### config.mk
export PLATFORM = sky130hd
export DESIGN_NAME = adc_conversion_reset_control
export DESIGN_NICKNAME = d
export VERILOG_FILES = /design/src/common/adc_ctrl_pkg.sv /design/src/core/adc_edge_sync.sv /design/src/core/adc_conversion_reset_control.sv
export SDC_FILE = /design/constraint.sdc
export NUM_CORES = 1
export LEC_CHECK = 0
export CAP_MARGIN = 5
export CORE_ASPECT_RATIO = 0.8
export CORE_MARGIN = 3
export CORE_UTILIZATION = 62
export DETAILED_ROUTE_END_ITERATION = 10
export DONT_BUFFER_PORTS = 1
export PLACE_DENSITY = 0.78
export SLEW_MARGIN = 30
export SYNTH_ARGS = -nofsm -noshare
export SYNTH_HDL_FRONTEND = slang
export SYNTH_SLANG_ARGS = --single-unit
### constraint.sdc
create_clock -name sys_clk -period 2.26 [get_ports sys_clk]
set_input_delay 0.452 -clock sys_clk [delete_from_list [all_inputs] [get_ports sys_clk]]
set_output_delay 0.452 -clock sys_clk [all_outputs]
set_load 0.02 [all_outputs]
### src/common/adc_ctrl_pkg.sv
// Package: constants for converter reset and conversion control
package adc_ctrl_pkg;
  localparam int unsigned CLK_PERIOD_NS   = 10;
  localparam int unsigned DATA_W          = 18;
  // Power-on reset stretch
  localparam int unsigned POR_CYCLES      = 16;
  localparam logic [4:0]  POR_CNT_RST     = 5'h00;
  // Trim-load conversions
  localparam int unsigned TRIM_CONV       = 3;
  localparam logic [1:0]  TRIM_CNT_RST    = 2'h0;
  localparam logic [1:0]  TRIM_CNT_DONE   = 2'(TRIM_CONV);
  // Conversion timing
  localparam int unsigned CONV_TIME_NS    = 700;
  localparam int unsigned CONV_CYCLES     = (CONV_TIME_NS + CLK_PERIOD_NS - 1) / CLK_PERIOD_NS;
  localparam int unsigned REQ_MIN_NS      = 20;
  localparam int unsigned REQ_MIN_CYC     = (REQ_MIN_NS + CLK_PERIOD_NS - 1) / CLK_PERIOD_NS;
  localparam int unsigned SELF_RST_CYCLES = 4;
  localparam logic [DATA_W-1:0] DATA_RST  = 18'h0_0000;
  localparam int unsigned CNT_W           = 8;
  localparam logic [CNT_W-1:0] CNT_ZERO   = 8'h00;

  typedef enum logic [3:0] {
    ST_POR    = 4'b0001,
    ST_SAMPLE = 4'b0010,
    ST_CONV   = 4'b0100,
    ST_SRST   = 4'b1000
  } conv_state_e;
endpackage : adc_ctrl_pkg

### src/core/adc_edge_sync.sv
// Two-flop synchroniser with falling-edge detect for one strobe pin
`timescale 1ns/1ps
module adc_edge_sync (
  // Clock and reset
  input  wire logic sys_clk,
  input  wire logic reset,
  // Pin and result
  input  wire logic pin_n,
  output logic      level_n,
  output logic      fall
);
  logic meta_r;
  logic sync_r;
  logic prev_r;

  // Idle level of the strobes is high
  always_ff @(posedge sys_clk or posedge reset) begin
    if (reset) begin
      meta_r <= 1'b1;
      sync_r <= 1'b1;
      prev_r <= 1'b1;
    end else begin
      meta_r <= pin_n;
      sync_r <= meta_r;
      prev_r <= sync_r;
    end
  end

  assign level_n = sync_r;
  assign fall    = prev_r & ~sync_r;
endmodule // adc_edge_sync

### src/core/adc_conversion_reset_control.sv
// Conversion, trim-discard and self-clearing reset control of the converter
//
// Functional notes
// - Power-on reset generated internally, no reset pin.
// - First three conversions load trim, invalid.
// - Request fall with select low while busy resets.
// - Select falling edge while busy resets.
// - Reset self-clears and aborts running conversion.
// - Reset end clears all output latches.
// - Reset end drives busy low.
// - New sampling period starts at busy fall.
// - Busy rises on request fall, falls at end.
// - Bus driven only while select and read low.
`timescale 1ns/1ps
module adc_conversion_reset_control (
  // Clock and reset
  input  wire logic                              sys_clk,
  input  wire logic                              reset,
  // Host strobes
  input  wire logic                              convert_request_n,
  input  wire logic                              chip_select_n,
  input  wire logic                              read_n,
  // Sample from the converter core
  input  wire logic [adc_ctrl_pkg::DATA_W-1:0]   sample_data,
  // Status and data bus
  output logic                                   busy,
  output logic                                   sampling,
  output logic                                   result_valid,
  output logic [adc_ctrl_pkg::DATA_W-1:0]        data_out,
  output logic [adc_ctrl_pkg::DATA_W-1:0]        data_oe
);
  import adc_ctrl_pkg::*;

  logic                 cs_level_n;
  logic                 cs_fall;
  logic                 cr_level_n;
  logic                 cr_fall;
  logic                 rd_level_n;
  conv_state_e          state_r;
  logic [4:0]           por_cnt_r;
  logic [CNT_W-1:0]     cnt_r;
  logic [1:0]           trim_cnt_r;
  logic [DATA_W-1:0]    latch_r;
  logic                 conv_done;
  logic                 start_conv;
  logic                 reset_req;
  logic                 por_end;
  logic                 srst_end;

  // ****************************************
  // Decode helpers
  // ****************************************
  // Terminal count of the shared counter for a run of len cycles
  function automatic logic cnt_is_last(
    input logic [CNT_W-1:0] cnt,
    input int unsigned      len
  );
    return cnt == CNT_W'(len - 1);
  endfunction

  // ****************************************
  // Pin synchronisers
  // ****************************************
  adc_edge_sync u_cs_sync (
    .sys_clk (sys_clk),
    .reset   (reset),
    .pin_n   (chip_select_n),
    .level_n (cs_level_n),
    .fall    (cs_fall)
  );

  adc_edge_sync u_cr_sync (
    .sys_clk (sys_clk),
    .reset   (reset),
    .pin_n   (convert_request_n),
    .level_n (cr_level_n),
    .fall    (cr_fall)
  );

  // Read strobe matters only as a level
  adc_edge_sync u_rd_sync (
    .sys_clk (sys_clk),
    .reset   (reset),
    .pin_n   (read_n),
    .level_n (rd_level_n),
    .fall    ()
  );

  // ****************************************
  // Event decode
  // ****************************************
  // Request is honoured only with select low at its falling edge
  assign start_conv = (state_r == ST_SAMPLE) && cr_fall && !cs_level_n;
  // A select fall, or a request fall with select low, during a conversion restarts the converter
  assign reset_req  = (state_r == ST_CONV) &&
                      ((cr_fall && !cs_level_n) || cs_fall);
  // A strobe on the last count still aborts; that result is dropped
  assign conv_done  = (state_r == ST_CONV) && cnt_is_last(cnt_r, CONV_CYCLES) && !reset_req;
  assign srst_end   = (state_r == ST_SRST) && cnt_is_last(cnt_r, SELF_RST_CYCLES);
  assign por_end    = (state_r == ST_POR) && (por_cnt_r == 5'(POR_CYCLES - 1));

  // ****************************************
  // Control state
  // ****************************************
  // The async reset stands in for the supply ramp; the stretch
  // below is the device's own power-on reset, no pin involved.
  always_ff @(posedge sys_clk or posedge reset) begin
    if (reset) begin
      state_r <= ST_POR;
    end else begin
      case (state_r)
        ST_POR: begin
          if (por_end) begin
            state_r <= ST_SAMPLE;
          end
        end
        ST_SAMPLE: begin
          if (start_conv) begin
            state_r <= ST_CONV;
          end
        end
        ST_CONV: begin
          if (reset_req) begin
            state_r <= ST_SRST;
          end else if (conv_done) begin
            state_r <= ST_SAMPLE;
          end
        end
        ST_SRST: begin
          if (srst_end) begin
            state_r <= ST_SAMPLE;
          end
        end
        default: state_r <= ST_POR;
      endcase
    end
  end

  // ****************************************
  // Counters
  // ****************************************
  always_ff @(posedge sys_clk or posedge reset) begin
    if (reset) begin
      por_cnt_r <= POR_CNT_RST;
    end else if (state_r == ST_POR) begin
      por_cnt_r <= por_cnt_r + 5'h01;
    end
  end

  // Shared by conversion timing and self-reset stretch
  always_ff @(posedge sys_clk or posedge reset) begin
    if (reset) begin
      cnt_r <= CNT_ZERO;
    end else if (start_conv || reset_req || conv_done) begin
      cnt_r <= CNT_ZERO;
    end else if (state_r == ST_CONV || state_r == ST_SRST) begin
      cnt_r <= cnt_r + 8'h01;
    end
  end

  // Aborted conversions do not count toward trim loading
  always_ff @(posedge sys_clk or posedge reset) begin
    if (reset) begin
      trim_cnt_r <= TRIM_CNT_RST;
    end else if (conv_done && trim_cnt_r != TRIM_CNT_DONE) begin
      trim_cnt_r <= trim_cnt_r + 2'h1;
    end
  end

  // ****************************************
  // Output latch and status
  // ****************************************
  always_ff @(posedge sys_clk or posedge reset) begin
    if (reset) begin
      latch_r <= DATA_RST;
    end else if (state_r == ST_SRST) begin
      latch_r <= DATA_RST;
    end else if (conv_done) begin
      latch_r <= sample_data;
    end
  end

  always_ff @(posedge sys_clk or posedge reset) begin
    if (reset) begin
      busy         <= 1'b0;
      sampling     <= 1'b0;
      result_valid <= 1'b0;
    end else begin
      // Busy covers conversion and self-reset; drops when reset ends
      busy         <= (state_r == ST_CONV && !conv_done) || start_conv ||
                      (state_r == ST_SRST && !srst_end);
      sampling     <= (state_r == ST_SAMPLE && !start_conv) ||
                      conv_done ||
                      srst_end ||
                      por_end;
      // Trim conversions never show as valid
      if (state_r == ST_SRST) begin
        result_valid <= 1'b0;
      end else if (conv_done) begin
        result_valid <= (trim_cnt_r == TRIM_CNT_DONE);
      end
    end
  end

  // ****************************************
  // Parallel bus
  // ****************************************
  always_ff @(posedge sys_clk or posedge reset) begin
    if (reset) begin
      data_out <= DATA_RST;
      data_oe  <= DATA_RST;
    end else begin
      data_out <= latch_r;
      data_oe  <= {DATA_W{!cs_level_n && !rd_level_n}};
    end
  end
endmodule // adc_conversion_reset_control

# --- Word-level counts from Yosys, hierarchy flattened ---
# Index checks and enable logic that the tools add are counted.
word_totals:
  in_bits: 23
  ff_bits: 67
  out_inout_bits: 39
  elab_cells: 81
classes:
  muxes: 12
  bitwise_logic: 4
  n_eq_ne: 13
  n_addsub: 3
  n_reduce_logical: 31
ops:
  columns: ["operator", "count"]
  rows:
  - ["$mux W18", 2]
  - ["$mux W4", 5]
  - ["$mux W8", 2]
  - ["$pmux W4 S4", 1]
  - ["$logic_and A1 B1 Y1", 13]
  - ["$logic_or A1 B1 Y1", 9]
  - ["$add A8 B1 Y8 const B", 1]
  - ["$eq A8 B2 Y1 const B", 1]
  - ["$eq A8 B7 Y1 const B", 1]
  - ["$ne A2 B2 Y1 const B", 4]
  - ["$logic_not A1 Y1", 6]
  - ["$add A5 B1 Y5 const B", 1]
  - ["$eq A5 B4 Y1 const B", 1]
  - ["$eq A4 B1 Y1 const B", 1]
  - ["$eq A4 B2 Y1 const B", 1]
  - ["$eq A4 B3 Y1 const B", 1]
  - ["$eq A4 B4 Y1 const B", 1]
  - ["$reduce_and A4 Y1", 1]
  - ["$reduce_bool A2 Y1", 2]
  - ["$ne A3 B3 Y1 const B", 1]
  - ["$add A2 B1 Y2 const B", 1]
  - ["$and A1 B1 Y1", 2]
  - ["$eq A2 B2 Y1 const B", 1]
  - ["$mux W1", 2]
  - ["$not A1 Y1", 2]

# --- Depth between registers and ports, before layout ---
depth:
  ltp_word: 11
  ltp_mapped: 6

# --- By module ---
# Synthesis repeated with hierarchy kept, for this count alone.
unflattened:
  cells_unflattened: 210
  area_unflattened_um2: 2718.9
modules_own_cells:
  columns: ["mod", "seq_area_each_um2", "cells_per_inst", "instances", "area_per_inst_um2"]
  rows:
  - ["adc_conversion_reset_control", 1477.7, 195, 1, 2429.8]
  - ["adc_edge_sync", 78.8, 5, 3, 96.3]

# --- Worst setup path after synthesis ---
# Ideal clock, no wire load.
synth_timing:
  kind: "register to register"
  startpoint: "reg cnt_r[3]"
  endpoint: "reg latch_r[0]"
  path_buffers: 1
  slack_ns: 0.428
  path_stages_with_launch: 6
  required_ns: 2.135
  setup_time_ns: 0.125
  t_arrival_ns: 1.707
  cell_sequence: "dfrtp_1 nor4_4 nand4_2 or3_4 buf_6 mux2_4"
synth_between:
  elab_chain_cells: 4
synth_rtl:
  columns: ["item", "line_no", "rtl"]
  rows:
  - ["from (decl)", "adc_conversion_reset_control.sv:41", "logic [CNT_W-1:0] cnt_r;"]
  - ["from (signal assigned)", "adc_conversion_reset_control.sv:157", "cnt_r <= cnt_r + 8'h01;"]
  - ["$eq A8 B7 Y1", "adc_conversion_reset_control.sv:58", "return cnt == CNT_W'(len - 1);"]
  - ["$logic_and A1 B1 Y1 (2 in a row)", "adc_conversion_reset_control.sv:98", "assign conv_done = (state_r == ST_CONV) && cnt_is_last(cnt_r, CONV_CYCLES) && !reset_req;"]
  - ["$reduce_bool A2 Y1 (no line)", null, null]
  - ["to (signal assigned)", "adc_conversion_reset_control.sv:179", "latch_r <= sample_data;"]
  - ["to (decl)", "adc_conversion_reset_control.sv:43", "logic [DATA_W-1:0] latch_r;"]
# Every way passes these cells.
# A chain may end at the register's enable or synchronous reset.

# --- Worst setup path in the final report ---
layout_timing:
  startpoint: "reg state_r[1]"
  endpoint: "reg latch_r[2]"
layout_between:
  elab_chain_cells: 5
  word_cells_on_any_way: 8
  cone_classes: "2 x eq/ne; 1 x mux; 5 x reduce/logical"
layout_rtl:
  columns: ["item", "line_no", "rtl"]
  rows:
  - ["from (decl)", "adc_conversion_reset_control.sv:39", "conv_state_e state_r;"]
  - ["from (signal assigned)", "adc_conversion_reset_control.sv:109", "state_r <= ST_POR;"]
  - ["from (signal assigned)", "adc_conversion_reset_control.sv:114", "state_r <= ST_SAMPLE;"]
  - ["from (signal assigned)", "adc_conversion_reset_control.sv:119", "state_r <= ST_CONV;"]
  - ["$eq A4 B3 Y1", "adc_conversion_reset_control.sv:95, adc_conversion_reset_control.sv:98", null]
  - ["$logic_and A1 B1 Y1", "adc_conversion_reset_control.sv:95", "assign reset_req = (state_r == ST_CONV) &&"]
  - ["$logic_not A1 Y1", "adc_conversion_reset_control.sv:98", null]
  - ["$logic_and A1 B1 Y1", "adc_conversion_reset_control.sv:98", null]
  - ["$reduce_bool A2 Y1 (no line)", null, null]
# Several ways; a longest one is shown, not always the timed one.

==> qor.csv <==
metric,value,unit
Root Driver,clkbuf_8,
io pins,62,
initial antenna violation count,0,
largest net degree at the start of global routing,27,
die height,66.4,um
initial DRC count,29,
Setup CP Type,reg2reg,
clock net sink count,67,
"Setup Fix Bufs, Post-CTS",0,
synthesized flop and latch total,67,
Port Buffers,0,
Synth Area per Inst,13.8,um2
Crit. End Element,flip-flop,
HPWL after DPL,3.35,mm
Synth Cell Area,0.00282,mm2
Async SR Flop Fraction,100,%
Hold Crit Class,in2async,
clock buffer count from CTS,9,
nets@finish,229,
setup violators final,0,
clock buffer depth,2,
first-pass GRT wire length,7.86,mm
Max Slew Vio Count,0,
leakage power total,1.43,nW
CP max stage cell,or3_4,
vias in the first global route,1555,
synthesis-to-layout area growth,8.42,%
post-route minimum period,2.07,ns
Via Count,1485,
GR Overflow Total,0,
Rows,21,
Chip Width,81.4,um
htree depth,3,
Post-synth EDFFs,0,
Post-synth top cells,"58 x dfrtp_1, 18 x mux2_4, 17 x buf_4",
worst vdd ir,676,uV
"Largest stage delay, worst path",0.62,ns
skew final,0.0110,ns
Worst Max-Slew Pin Slew,0.681,ns
YS warnings,0,
Worst setup SP type,flip-flop,
Post-CTS Hold Fix Bufs,0,
Yosys top cell area share,51.4,%
# placed instances,247,
"Hold Vio Cnt, Final",0,
buffers and inverters on the worst path,0,
"Distinct cells, synth",39,
run status,"finished, final reports clean",
Max-slew headroom,54.6,%
cells after synthesis,204,
CTS tree,yes,
worst-path maximum fanout,20,
"wirelength, routed",4.83,mm
Max-Cap Viols,0,
"critical path, cell by cell",nor2_1 > nand3b_1 > or3_4 > mux2_4,
fraction of layout cells with a size suffix above 1,29.6,%
clock-pin slew on the worst setup and hold paths,0.08,ns
DP Area,0.00281,mm2
setup TNS,0,ns
required time worst endpoint,2.48,ns
Overall Global Routing Usage,20.3,%
post-route ant nets,0,
final instance area,0.00306,mm2
Synth area leader,dfrtp_1,
"Top FF cell, synth",dfrtp_1,
"count leader, synth",dfrtp_1,
highest clock rate,0.484,GHz
post-route DRC violation count,0,
RSZ-0062 raised after global routing,no,
core footprint,0.00428,mm2
wire length per cell,18.4,um
Non-Filler Instances,263,
"delay-heaviest family, CP",simple AND/OR/NAND/NOR gates,
n_diodes,0,
die area,0.00540,mm2
later-pin clock latency in the skew report,0.35,ns
final critical-path share of the clock period,91.5,%
WP data arrival,2.29,ns
routability cong.,0.802,
post-CTS resize count,0,
Initial Utilization,65.9,%
Pre-antenna DRT Iters,4,
Final Hold Slack,0.0205,ns
post-synthesis sequential area ratio,59.8,%
routed vias/inst,5.65,
syn nets,232,
PD cells,942,mW/mm2
ranking of synthesized cells by area,"dfrtp_1 51%, mux2_4 9.6%, dfstp_2 8.4%, buf_4 4.5%, nor2b_1 2.7%",
layer usage:
layer	vias up	track usage [%]	wire (um)
li1	677	-	-
met1	755	24.1	1980
met2	47	33.2	2470
met3	6	9.67	338
met4	0	5.06	41
met5	-	0	0
logic make-up after synthesis:
group                    Yosys count  share of synthesized area (%)
XOR/XNOR                          12                           3.72
flip-flops                        67                           59.8
AND/OR/NAND/NOR                   63                           15.0
AO/OA/AOI/OAI                     11                           2.35
multiplexers                      21                           10.7
adder cells (fa/ha/maj)            5                           2.22
buffers and inverters             25                           6.16
through the flow:
stage | total power, mW | util, % | worst slack [ns]
2_1_floorplan | 1.64 | - | 0.140
3_3_place_gp | 1.66 | 65.6 | 0.287
5_1_grt | 3.01 | 71.5 | 0.0718
3_5_place_dp | 1.70 | 65.6 | 0.235
6_report | 2.88 | 71.5 | 0.192
4_1_cts | 2.91 | 71.5 | 0.202
path summary, 6_finish.rpt:
path,slack (ns),from,end,cells past startpoint
max in group asynchronous,1.57,reset,state_r[0],2
worst max register to register,0.19,state_r[1],latch_r[2],4
min in group sys_clk,0.09,read_n,u_rd_sync.meta_r,0
worst min register to register,0.36,u_cr_sync.meta_r,u_cr_sync.level_n,0
worst max-delay path,0.19,state_r[1],latch_r[2],4
worst min-delay path,0.02,reset,data_out[15],1
final cells by class:
type / instances / area (um2)
flip-flops and latches: 67 / 1690
fillers: 273 / 1220
multi-input cells: 112 / 967
clock buffers: 10 / 138
clock inverters: 6 / 113
well taps: 57 / 71.3
repair buffers: 7 / 65.1
inverters: 4 / 15.0
where the power goes:
part | switching (mW) | leakage (nW) | internal (mW)
logic | 0.136 | 0.500 | 0.126
clock network | 0.448 | 0.126 | 0.764
registers | 0.0977 | 0.807 | 1.31
total | 0.682 | 1.43 | 2.20
cell usage in the layout, fill, tap and decap left out, types with 3 or more instances in the layout:
cell type,instances
nand2_1,4
nor2_1,5
nand2b_1,3
nor2b_1,12
a21oi_1,4
xor2_1,8
buf_4,6
ha_1,5
and2b_1,6
clkbuf_8,10
nor3_1,8
nand4_1,8
mux2_4,18
dfstp_2,9
o21ai_0,3
dfrtp_1,57
bufinv_16,3
inv_1,3
nand3_1,3
xnor2_1,4
flip-flops by register name, indices dropped and copies added, names as in the netlist:
signal and flops:
busy 1, cnt_r 8, data_oe 1, data_out 18, latch_r 18, por_cnt_r 5
result_valid 1, sampling 1, state_r 4, trim_cnt_r 2, u_cr_sync.level_n 1, u_cr_sync.meta_r 1
u_cr_sync.prev_r 1, u_cs_sync.level_n 1, u_cs_sync.meta_r 1, u_cs_sync.prev_r 1, u_rd_sync.level_n 1, u_rd_sync.meta_r 1
Power figures use the tool's default switching activity.
